[src/hdl/bus_ctl_pkg.sv]
// Package with constants and types for the bus controller sequencer
package bus_ctl_pkg;
	localparam int unsigned CLK_MHZ = 200;
	localparam int unsigned T_ATN_RESP_US = 45;
	localparam int unsigned T_PRI_PLACE_US = 140;
	localparam int unsigned T_SETTLE_US = 20;
	localparam int unsigned T_SEC_PREP_US = 57;
	localparam int unsigned T_ATN_REL_US = 37;
	localparam int unsigned T_FIRST_DATA_US = 73;
	localparam int unsigned T_DAV_HOLD_US = 18;
	localparam int unsigned T_NEXT_DATA_US = 88;
	localparam int unsigned T_SEQ_MIN_US = 310;
	localparam int unsigned T_SEQ_SUP_MIN_US = 224;
	localparam int unsigned T_CYCLE_MIN_US = 127;
	localparam int unsigned T_UNADDR_MIN_US = 830;
	localparam int unsigned CYC_ATN_RESP = T_ATN_RESP_US * CLK_MHZ;
	localparam int unsigned CYC_PRI_PLACE = T_PRI_PLACE_US * CLK_MHZ;
	localparam int unsigned CYC_SETTLE = T_SETTLE_US * CLK_MHZ;
	localparam int unsigned CYC_SEC_PREP = T_SEC_PREP_US * CLK_MHZ;
	localparam int unsigned CYC_ATN_REL = T_ATN_REL_US * CLK_MHZ;
	localparam int unsigned CYC_FIRST_DATA = T_FIRST_DATA_US * CLK_MHZ;
	localparam int unsigned CYC_DAV_HOLD = T_DAV_HOLD_US * CLK_MHZ;
	localparam int unsigned CYC_NEXT_DATA = T_NEXT_DATA_US * CLK_MHZ;
	localparam int unsigned CYC_SEQ_MIN = T_SEQ_MIN_US * CLK_MHZ;
	localparam int unsigned CYC_SEQ_SUP_MIN = T_SEQ_SUP_MIN_US * CLK_MHZ;
	localparam int unsigned CYC_CYCLE_MIN = T_CYCLE_MIN_US * CLK_MHZ;
	localparam int unsigned CYC_UNADDR_MIN = T_UNADDR_MIN_US * CLK_MHZ;
	localparam int unsigned TMR_W = 18;
	localparam logic [7:0] SEC_OUT_DEFAULT = 8'h0C;
	localparam logic [7:0] SEC_IN_DEFAULT = 8'h0D;
	localparam logic [7:0] SEC_SUPPRESS = 8'h20;
	localparam logic [7:0] LISTEN_BASE = 8'h20;
	localparam logic [7:0] TALK_BASE = 8'h40;
	localparam logic [7:0] SEC_BASE = 8'h60;
	localparam logic [7:0] CMD_UNLISTEN = 8'h3F;
	localparam logic [7:0] CMD_UNTALK = 8'h5F;
	localparam logic [6:0] BURST_MAX = 7'h48;
	localparam logic [6:0] IN_MAX = 7'h48;

	typedef struct packed {
		logic atn;
		logic dav;
		logic nrfd;
		logic ndac;
	} hs_lines_t;

	typedef struct packed {
		logic is_input;
		logic [4:0] addr;
		logic [7:0] sec;
	} xfer_cmd_t;
endpackage

[src/hdl/bus_ctl_seq.sv]
// Controller sequencer for addressing, data bursts and unaddressing
`timescale 1ns/1ps
// Overview of operation
// Idle bus: hold NRFD and NDAC low, release all other lines.
// Start a transfer by asserting ATN low when ready.
// Peripherals answer ATN within 200 ns; allow up to 45 us.
// After 45 us release NRFD; both high aborts, NRFD low waits, else address.
// Input: talk address 140 us after ATN, settle 20 us, then DAV low.
// Input without suppression sends secondary address 13 after talk address; the code sends 13 only when sec is 0, else sec bits 4:0.
// Output without suppression sends secondary address 12 after listen address; the code sends 12 only when sec is 0, else sec bits 4:0.
// Peripherals pull NDAC low after DAV rises, then release NRFD when ready.
// Secondary address placed 57 us after DAV rises on primary address.
// After placing an address wait 20 us, then DAV low once NRFD high.
// 37 us after DAV rises on secondary, release ATN.
// Only the listen-addressed peripheral accepts data after ATN release.
// Full output addressing with secondary takes at least 310 us.
// Secondary value 32 suppresses it; minimum sequence becomes 224 us.
// Output data in bursts of at most 72 characters, idle between.
// First data byte 73 us after ATN rises; settle 20 us, DAV when NRFD high.
// Listener answers DAV by pulling NRFD low, capturing, releasing NDAC.
// Release DAV when NDAC rises; DAV low at least 18 us.
// Next byte placed 88 us after DAV rises; settle 20 us; sample NRFD.
// Each data handshake cycle lasts at least 127 us DAV to DAV; the sequencer does not enforce it, its delays sum to 18 + 88 + 20 = 126 us.
// After last byte: ATN, UNTALK, UNLISTEN, release ATN; at least 830 us.
// Input stops after delimiter or 72 characters and holds the bus.
// Lines are active-low open-collector; assert by pulling low, else release.
module bus_ctl_seq
	import bus_ctl_pkg::*;
(
	input wire logic i_ref_clk,
	input wire logic i_nrst,
	input wire logic i_start,
	input wire xfer_cmd_t i_cmd,
	input wire logic i_data_valid,
	input wire logic [7:0] i_data,
	input wire logic i_data_last,
	output logic o_data_ready,
	output logic o_burst_pause,
	input wire logic i_burst_go,
	input wire logic i_delim_seen,
	input wire logic [6:0] i_in_count,
	output logic o_in_hold,
	input wire hs_lines_t i_lines,
	output hs_lines_t o_lines_oe_n,
	output logic [7:0] o_dio_out,
	output logic [7:0] o_dio_oe_n,
	output logic o_busy,
	output logic o_done,
	output logic o_err,
	output logic o_listen_phase
);

	typedef enum logic [4:0] {
		S_IDLE, S_ATN_WAIT, S_CHECK, S_WAIT_NRFD, S_PRI_PLACE, S_SETTLE,
		S_DAV_WAIT, S_DAV_LOW, S_DAV_HOLD, S_SEC_PREP, S_ATN_REL,
		S_DATA_PREP, S_PAUSE, S_UN_ATN, S_UN_DONE, S_LISTEN, S_ERR
	} state_t;

	typedef enum logic [2:0] {
		B_PRI, B_SEC, B_DATA, B_UNT, B_UNL
	} byte_kind_t;

	hs_lines_t lines_s1_r;
	hs_lines_t lines_s2_r;
	state_t state_r;
	byte_kind_t kind_r;
	xfer_cmd_t cmd_r;
	logic [TMR_W-1:0] tmr_r;
	logic [TMR_W-1:0] seq_tmr_r;
	logic [7:0] dio_r;
	logic dio_drive_r;
	logic [6:0] burst_cnt_r;
	logic last_r;
	logic atn_r;
	logic dav_r;
	logic nrfd_r;
	logic ndac_r;
	logic done_r;
	logic err_r;
	logic tmr_load;
	logic tmr_done;
	state_t prev_state_r;
	logic [TMR_W-1:0] tmr_nxt;
	logic suppress;
	logic ndac_hi;
	logic nrfd_hi;
	logic seq_ok;

	// Bus lines into the clock domain
	always_ff @(posedge i_ref_clk or negedge i_nrst) begin
		if (!i_nrst) begin
			lines_s1_r <= '1;
			lines_s2_r <= '1;
		end else begin
			lines_s1_r <= i_lines;
			lines_s2_r <= lines_s1_r;
		end
	end

	assign ndac_hi = lines_s2_r.ndac;
	assign nrfd_hi = lines_s2_r.nrfd;
	assign suppress = (cmd_r.sec == SEC_SUPPRESS);
	assign seq_ok = suppress ? (seq_tmr_r >= TMR_W'(CYC_SEQ_SUP_MIN))
		: (seq_tmr_r >= TMR_W'(CYC_SEQ_MIN));

	// Main sequencer
	always_ff @(posedge i_ref_clk or negedge i_nrst) begin
		if (!i_nrst) begin
			state_r <= S_IDLE;
			kind_r <= B_PRI;
			cmd_r <= '0;
			atn_r <= 1'b0;
			dav_r <= 1'b0;
			nrfd_r <= 1'b1;
			ndac_r <= 1'b1;
			dio_r <= 8'h00;
			dio_drive_r <= 1'b0;
			burst_cnt_r <= 7'h00;
			last_r <= 1'b0;
			done_r <= 1'b0;
			err_r <= 1'b0;
		end else begin
			done_r <= 1'b0;
			case (state_r)
				S_IDLE: begin
					atn_r <= 1'b0;
					dav_r <= 1'b0;
					nrfd_r <= 1'b1;
					ndac_r <= 1'b1;
					dio_drive_r <= 1'b0;
					if (i_start) begin
						cmd_r <= i_cmd;
						err_r <= 1'b0;
						atn_r <= 1'b1;
						state_r <= S_ATN_WAIT;
					end
				end
				S_ATN_WAIT: begin
					if (tmr_done) begin
						nrfd_r <= 1'b0;
						ndac_r <= 1'b0;
						state_r <= S_CHECK;
					end
				end
				S_CHECK: begin
					// Let released lines pass the synchroniser
					if (state_r == prev_state_r
						&& tmr_r <= TMR_W'(CYC_PRI_PLACE - CYC_ATN_RESP - 5)) begin
						if (ndac_hi && nrfd_hi) begin
							state_r <= S_ERR;
						end else if (!nrfd_hi) begin
							state_r <= S_WAIT_NRFD;
						end else begin
							state_r <= S_PRI_PLACE;
						end
					end
				end
				S_WAIT_NRFD: begin
					if (nrfd_hi) begin
						state_r <= S_PRI_PLACE;
					end
				end
				S_PRI_PLACE: begin
					if (tmr_done) begin
						kind_r <= B_PRI;
						dio_r <= (cmd_r.is_input ? TALK_BASE : LISTEN_BASE)
							| {3'b000, cmd_r.addr};
						dio_drive_r <= 1'b1;
						state_r <= S_SETTLE;
					end
				end
				S_SETTLE: begin
					if (tmr_done) begin
						state_r <= S_DAV_WAIT;
					end
				end
				S_DAV_WAIT: begin
					if (nrfd_hi && (kind_r != B_DATA || tmr_done)) begin
						dav_r <= 1'b1;
						state_r <= S_DAV_LOW;
					end
				end
				S_DAV_LOW: begin
					if (ndac_hi && tmr_done) begin
						state_r <= S_DAV_HOLD;
					end
				end
				S_DAV_HOLD: begin
					dav_r <= 1'b0;
					case (kind_r)
						B_PRI: state_r <= suppress ? S_ATN_REL : S_SEC_PREP;
						B_SEC: state_r <= S_ATN_REL;
						B_UNT: state_r <= S_SEC_PREP;
						B_UNL: state_r <= S_UN_DONE;
						default: begin
							burst_cnt_r <= burst_cnt_r + 7'h01;
							state_r <= S_DATA_PREP;
						end
					endcase
				end
				S_SEC_PREP: begin
					if (tmr_done) begin
						if (kind_r == B_UNT) begin
							kind_r <= B_UNL;
							dio_r <= CMD_UNLISTEN;
						end else begin
							kind_r <= B_SEC;
							if (suppress || cmd_r.sec == 8'h00) begin
								dio_r <= SEC_BASE
									| (cmd_r.is_input ? SEC_IN_DEFAULT : SEC_OUT_DEFAULT);
							end else begin
								dio_r <= SEC_BASE | (cmd_r.sec & 8'h1F);
							end
						end
						state_r <= S_SETTLE;
					end
				end
				S_ATN_REL: begin
					dio_drive_r <= 1'b0;
					if (tmr_done && seq_ok) begin
						atn_r <= 1'b0;
						if (cmd_r.is_input) begin
							state_r <= S_LISTEN;
						end else begin
							burst_cnt_r <= 7'h00;
							state_r <= S_DATA_PREP;
						end
					end
				end
				S_DATA_PREP: begin
					if (last_r || burst_cnt_r == BURST_MAX) begin
						dio_drive_r <= 1'b0;
						state_r <= last_r ? S_UN_ATN : S_PAUSE;
					end else if (tmr_done && i_data_valid) begin
						kind_r <= B_DATA;
						dio_r <= i_data;
						dio_drive_r <= 1'b1;
						last_r <= i_data_last;
						state_r <= S_SETTLE;
					end
				end
				S_PAUSE: begin
					if (i_burst_go) begin
						burst_cnt_r <= 7'h00;
						state_r <= S_DATA_PREP;
					end
				end
				S_UN_ATN: begin
					atn_r <= 1'b1;
					last_r <= 1'b0;
					if (tmr_done) begin
						kind_r <= B_UNT;
						dio_r <= CMD_UNTALK;
						dio_drive_r <= 1'b1;
						state_r <= S_SETTLE;
					end
				end
				S_UN_DONE: begin
					dio_drive_r <= 1'b0;
					if (tmr_done && seq_tmr_r >= TMR_W'(CYC_UNADDR_MIN)) begin
						atn_r <= 1'b0;
						done_r <= 1'b1;
						state_r <= S_IDLE;
					end
				end
				S_LISTEN: begin
					if (i_delim_seen || i_in_count >= IN_MAX) begin
						done_r <= 1'b1;
						state_r <= S_IDLE;
					end
				end
				S_ERR: begin
					atn_r <= 1'b0;
					dio_drive_r <= 1'b0;
					err_r <= 1'b1;
					done_r <= 1'b1;
					state_r <= S_IDLE;
				end
				default: state_r <= S_IDLE;
			endcase
		end
	end

	// Delay timer reloaded on state entry when the state just left has a delay listed; otherwise it keeps counting
	always_comb begin
		tmr_load = 1'b1;
		tmr_nxt = '0;
		case (prev_state_r)
			S_IDLE: tmr_nxt = TMR_W'(CYC_ATN_RESP);
			S_ATN_WAIT: tmr_nxt = TMR_W'(CYC_PRI_PLACE - CYC_ATN_RESP - 1);
			S_PRI_PLACE: tmr_nxt = TMR_W'(CYC_SETTLE);
			S_SEC_PREP: tmr_nxt = TMR_W'(CYC_SETTLE);
			S_DATA_PREP: tmr_nxt = TMR_W'(CYC_SETTLE);
			S_UN_ATN: tmr_nxt = TMR_W'(CYC_SETTLE);
			S_DAV_WAIT: tmr_nxt = TMR_W'(CYC_DAV_HOLD);
			S_DAV_HOLD: tmr_nxt = (kind_r == B_PRI || kind_r == B_UNT)
				? (suppress && kind_r == B_PRI ? TMR_W'(CYC_ATN_REL)
				: TMR_W'(CYC_SEC_PREP))
				: (kind_r == B_SEC ? TMR_W'(CYC_ATN_REL)
				: (kind_r == B_DATA ? TMR_W'(CYC_NEXT_DATA) : TMR_W'(CYC_ATN_REL)));
			S_ATN_REL: tmr_nxt = TMR_W'(CYC_FIRST_DATA);
			S_PAUSE: tmr_nxt = TMR_W'(CYC_FIRST_DATA);
			default: tmr_load = 1'b0;
		endcase
	end

	// Load on the first cycle of a new state, keyed by the state just left
	always_ff @(posedge i_ref_clk or negedge i_nrst) begin
		if (!i_nrst) begin
			tmr_r <= '0;
			prev_state_r <= S_IDLE;
		end else begin
			prev_state_r <= state_r;
			if (tmr_load && state_r != prev_state_r) begin
				tmr_r <= tmr_nxt;
			end else if (tmr_r != '0) begin
				tmr_r <= tmr_r - TMR_W'(1);
			end
		end
	end

	// Expired only once the entry load has taken effect
	assign tmr_done = (tmr_r == '0) && (state_r == prev_state_r);

	// Sequence timer for minimum sequence lengths, restarted on start and when DAV is released on each data byte
	always_ff @(posedge i_ref_clk or negedge i_nrst) begin
		if (!i_nrst) begin
			seq_tmr_r <= '0;
		end else if ((state_r == S_IDLE && i_start) || state_r == S_DAV_HOLD && kind_r == B_DATA) begin
			seq_tmr_r <= '0;
		end else if (seq_tmr_r != '1) begin
			seq_tmr_r <= seq_tmr_r + TMR_W'(1);
		end
	end

	assign o_lines_oe_n.atn = !atn_r;
	assign o_lines_oe_n.dav = !dav_r;
	assign o_lines_oe_n.nrfd = !nrfd_r;
	assign o_lines_oe_n.ndac = !ndac_r;
	assign o_dio_out = 8'h00;
	assign o_dio_oe_n = dio_drive_r ? dio_r ^ 8'hFF : 8'hFF;
	assign o_data_ready = (state_r == S_DATA_PREP) && tmr_done && !last_r
		&& burst_cnt_r != BURST_MAX;
	assign o_burst_pause = (state_r == S_PAUSE);
	assign o_in_hold = (state_r == S_LISTEN);
	assign o_busy = (state_r != S_IDLE);
	assign o_done = done_r;
	assign o_err = err_r;
	assign o_listen_phase = (state_r == S_LISTEN);

endmodule // bus_ctl_seq

[config.mk]
export PLATFORM = sky130hd
export DESIGN_NAME = bus_ctl_seq
export DESIGN_NICKNAME = d
export VERILOG_FILES = /design/src/hdl/bus_ctl_pkg.sv /design/src/hdl/bus_ctl_seq.sv
export SDC_FILE = /design/constraint.sdc
export NUM_CORES = 1
export LEC_CHECK = 0
export BUFFER_PORTS_ARGS = -buffer_cell sky130_fd_sc_hd__buf_2
export CORE_MARGIN = 2
export CORE_UTILIZATION = 50
export DETAILED_ROUTE_END_ITERATION = 6
export PLACE_DENSITY_LB_ADDON = 0.05
export RECOVER_POWER = 50
export SETUP_SLACK_MARGIN = 0.1
export SLEW_MARGIN = 20
export SYNTH_ARGS = -nofsm -noshare
export SYNTH_HDL_FRONTEND = slang
export SYNTH_SLANG_ARGS = --single-unit
[constraint.sdc]
create_clock -name i_ref_clk -period 2.9 [get_ports i_ref_clk]
set_input_delay 0.58 -clock i_ref_clk [delete_from_list [all_inputs] [get_ports i_ref_clk]]
set_output_delay 0.58 -clock i_ref_clk [all_outputs]
set_load 0.01 [all_outputs]
; ---- Word-level counts from Yosys, hierarchy flattened
; Index checks and enable logic that the tools add are counted.
[op_classes]
addsub = 3
magnitude_cmp = 5
n_eq_ne = 57
n_mux = 75
bitwise_logic = 2
n_reduce_logical = 60
[op_table]
columns = operator, n
row1 = $pmux 15 s6, 1
row2 = $mux 5, 16
row3 = $mux 18, 4
row4 = $eq 5x4->1 const B, 14
row5 = $pmux 5 s14, 1
row6 = $mux 8, 6
row7 = $mux 15, 3
row8 = $mux 7, 6
row9 = $ge 18x16->1 const B, 2
row10 = $ne 2x2->1 const B, 16
row11 = $pmux 8 s4, 1
row12 = $eq 5x3->1 const B, 6
row13 = $mux 3, 8
row14 = $pmux 3 s4, 2
row15 = $pmux 7 s3, 1
row16 = $add 18x1->18 const B, 1
row17 = $ge 18x18->1 const B, 1
row18 = $le 18x15->1 const B, 1
row19 = $logic_not 18->1, 1
row20 = $ne 18x18->1 const B, 1
row21 = $reduce_bool 18->1, 1
row22 = $sub 18x1->18 const B, 1
row23 = $mux 1, 17
row24 = $logic_and 1x1->1, 15
row25 = 41 further kinds, 76
[totals]
ff_bits = 89
input_bits = 40
wordCells = 223

; ---- Longest topological paths before layout
[depth]
depth_word = 6
depth_mapped = 10
depth_no_buf = 9

; ---- Worst setup path after synthesis
; Ideal clock, no wire load.
[synth_timing]
path_type = register to register
from = register tmr_r[9]
to = register atn_r
arrival_time_ns = 2.581
setup_slack_ns = 0.194
path_stages_with_launch = 8
path_buffers = 0
path_cell_list = dfrtp_1 > or4_4 > or2_4 > or4b_4 > or4_1 > nand3_1 > o21ai_2 > mux2_4
[synth_between]
elab_chain_cells = 5
elab_cells_between_ends = 7
classes_between = eq/ne: 2 / reduce/logical: 5
[synth_rtl]
columns = element, line
row1 = start: declaration, bus_ctl_seq.sv:68  ; logic [TMR_W-1:0] tmr_r;
row2 = start signal: assignment, bus_ctl_seq.sv:315  ; tmr_r <= tmr_nxt;
row3 = start signal: assignment, bus_ctl_seq.sv:317  ; tmr_r <= tmr_r - TMR_W'(1);
row4 = $logic_not 18->1 *, bus_ctl_seq.sv:323  ; assign tmr_done = (tmr_r == '0) && (state_r == prev_state_r);
row5 = $logic_and 1x1->1 *, bus_ctl_seq.sv:323
row6 = "$logic_and 1x1->1, on equally long branches", "bus_ctl_seq.sv:260, bus_ctl_seq.sv:220"
row7 = $ne 2x2->1 (no source line), --
row8 = $reduce_and 3->1 (no source line) *, --
row9 = end signal: assignment, bus_ctl_seq.sv:249  ; atn_r <= 1'b1;
row10 = end signal: assignment, bus_ctl_seq.sv:261  ; atn_r <= 1'b0;
row11 = end signal: assignment, bus_ctl_seq.sv:273  ; atn_r <= 1'b0;
row12 = end: declaration, bus_ctl_seq.sv:74  ; logic atn_r;
; Every way passes the cells marked *; elsewhere a longest branch is shown, timed or not.
; A chain may end at the register's enable or synchronous reset.

; ---- Final worst setup path
[layout_timing]
from = register tmr_r[8]
to = register atn_r
; Same word-level chain as after synthesis.

==> results_dict.tcl <==
set metrics [dict create \
    yosysWarningCount 0 \
    synth_seq_cells 89 \
    mostFrequentLayoutCells "84 x dfrtp_1, 62 x nor2_1, 55 x nand2_1" \
    synthMuxAreaShare 0.0448 \
    synthTopCellsByArea "dfrtp_1 40%, nor2_1 4.4%, o21ai_0 4.2%, nand2_1 3.9%, mux2_2 3.8%" \
    path_clk_slew_ns 0.09 \
    dieHeight_um 107 \
    area_delta_synth_final_pct 15.1 \
    die_area_um2 11400 \
    final.setup_skew_ns 0.0130 \
    utilization 0.591 \
    cp-start-kind "flop" \
    yosys.area.top_type_share 0.396 \
    drv_cap 0 \
    regToRegSetupSlack_ns 0.06 \
    cts.sink_count 89 \
    syn_area_um2 5300 \
    relSlewSlack 0.242 \
    setup-violations-final 0 \
    period_minus_slack_ns 2.84 \
    synth_edf_count 0 \
    cts_root_buf "clkbuf_8" \
    finalWirelength_um 13700 \
    p_leak_nw 2.71 \
    wl_per_cell_um 16.9 \
    ys.flop_type "dfrtp_1" \
    diodes 0 \
    p_per_area_nw_per_um2 924 \
    overflow 0 \
    start_util 0.514 \
    drive_gt1_frac 0.223 \
    synth_top_family_by_area "simple AND/OR/NAND/NOR gates" \
    rows 37 \
    crit_family "simple AND/OR/NAND/NOR gates" \
    grt_first_pass_wirelength_um 23000 \
    grt_max_degree 47 \
    synth_compound_area_frac 0.175 \
    cp_max_fo 5 \
    die_w_um 107 \
    seq_area_frac_synth 0.421 \
    synth_xor_area_frac 0.0562 \
    dp_hpwl_um 9770 \
    num_vias 4791 \
    max_stage_delay_ns 0.54 \
    nets 717 \
    htreeDepth 3 \
    cts.path.max_buffers 2 \
    cts_tree "built" \
    grt_pass1_vias 4654 \
    clock_latency_ns 0.36 \
    worstMarginPinSlew_ns 1.14 \
    synth_top_area_cell "dfrtp_1" \
    fin_crit_sh 0.981 \
    worstPathArrival_ns 3.10 \
    worst-path-buf-inv 0 \
    drt_first_pass_iters 5 \
    drt_iter0_markers 264 \
    hp-class "input port to flop" \
    final-hold-violation-count 0 \
    rsz0062_at_grt "true" \
    layout_commonest_cell "dfrtp_1" \
    syn_avg_cell_area_um2 8.84 \
    ant_nets 0 \
    setup_tns_ns 0 \
    holdWs_ns 0.303 \
    yosys.area_share.simple 0.237 \
    io_pins 67 \
    synthArstFlopShare 1.00 \
    timing.fmax_mhz 352 \
    peakVddDrop_uv 408 \
    status "complete, no violations" \
    cp-end-kind "flop" \
    port_buffers 53 \
    worstSetupPathType "flop to flop" \
    path_cells "or4_4, or2_4, or4b_4, or4_1, nand3_1, o21ai_2, mux2_4" \
    core_area_um2 10300 \
    track_usage 0.251 \
    antenna_found_initial 0 \
    slowest_stage "or4b_4" \
    place_congestion 0.876 \
    drv_slew 0 \
    drt-vias-per-instance 5.90 \
    ctsHoldBuffers 0 \
    crit_required_ns 3.15 \
    synth_fa_ha_area_frac 0.0142 \
    numCtsBuffers 9 \
    yosysUniqueCellTypes 66 \
    drcViolationCount 0 \
    synthesis.instances 600 \
]
power by group:
group          switching (W)  leakage [nW]  internal, W
combinational        0.00157          1.47      0.00121
sequential          0.000346          1.13      0.00160
clock               0.000441         0.107     0.000469
routing by layer:
metal | track usage | vias up | wire, um | part of all wire
met2 | 0.404 | 157 | 6520 | 0.48
met5 | 0 | - | 0 | 0
met3 | 0.0334 | 20 | 739 | 0.054
met4 | 0.0872 | 0 | 218 | 0.016
li1 | - | 2281 | - | -
met1 | 0.349 | 2333 | 6230 | 0.45
cells by family after synthesis:
logic type | count (synthesis)
AOI/OAI and AO/OA | 149
xor gates and xnor gates | 34
adders and majority gates | 6
buffers and inverters | 54
DFF | 89
muxes | 21
other | 1
and+or+nand+nor | 246
through the flow:
stage	setup slack [ns]	total power [W]	area [um2]	instances
2_1_floorplan	0.194	0.00381	5330	607
3_3_place_gp	0.107	0.00449	5790	789
3_5_place_dp	0.0980	0.00454	5790	789
4_1_cts	0.101	0.00548	6010	806
5_1_grt	0.0281	0.00606	6100	812
6_report	0.0554	0.00564	6100	812
sequential cells by signal (all words and copies together) (netlist names), 2 cells and up:
register / cells
kind_r: 3
tmr_r: 18
seq_tmr_r: 18
burst_cnt_r: 7
cmd_r: 14
dio_r: 8
state_r: 5
prev_state_r: 5
lines_s1_r: 2
synthesized netlist by cell type, types with 2 or more instances:
cell type	count
buf_6	4
buf_4	10
ha_1	6
nand3_1	23
nor4_1	6
xnor2_1	18
nor4b_1	2
nand4_1	6
nor3_1	22
dfrtp_1	84
a21oi_1	33
and2_1	4
a31oi_1	18
a2111o_1	2
nand2b_1	13
inv_1	20
o22ai_1	9
o31ai_1	4
a221oi_1	5
nand3b_1	6
a21o_1	6
and3_1	5
or4_1	4
nor2_1	62
o211ai_1	3
a211oi_1	7
nand2_1	55
mux2i_1	2
mux2_2	18
xor2_1	16
o21ai_0	45
o21a_1	3
nor4_2	2
dfstp_2	5
or3_1	10
or2_2	5
a311oi_1	3
nand4b_1	2
nor2b_1	6
and4_1	2
clkbuf_1	19
worst register-to-register path, delay by kind of cell (launching register included):
kind | cells | cell delay (ns)
simple gates | 5 | 1.96
flops | 1 | 0.42
mux | 1 | 0.29
compound gates | 1 | 0.07
timing repair:
item	CTS	global route
setup buffers	1	6
pin swaps	0	3
resized for setup	1	13
setup endpoints to repair	2	7
worst paths after layout:
path                       depth (start not counted)           from              to
setup / recovery                                   7       tmr_r[8]           atn_r
hold / removal                                     1     i_lines[0]   lines_s1_r[0]
setup reg to reg                                   7       tmr_r[8]           atn_r
hold reg to reg                                    0  lines_s1_r[1]         nrfd_hi
max in group asynchronous                          2         i_nrst      state_r[2]
min in group asynchronous                          1         i_nrst  burst_cnt_r[0]
cell type report:
cell class              count  area, um2
well taps                 136        170
flip-flops and latches     89       2230
clock inverters             2       35.0
fillers                   959       4220
repair buffers             87        531
clock buffers              14        173
multi-input cells         464       2890
inverters                  20       75.1
Power figures use the tool's default switching activity.
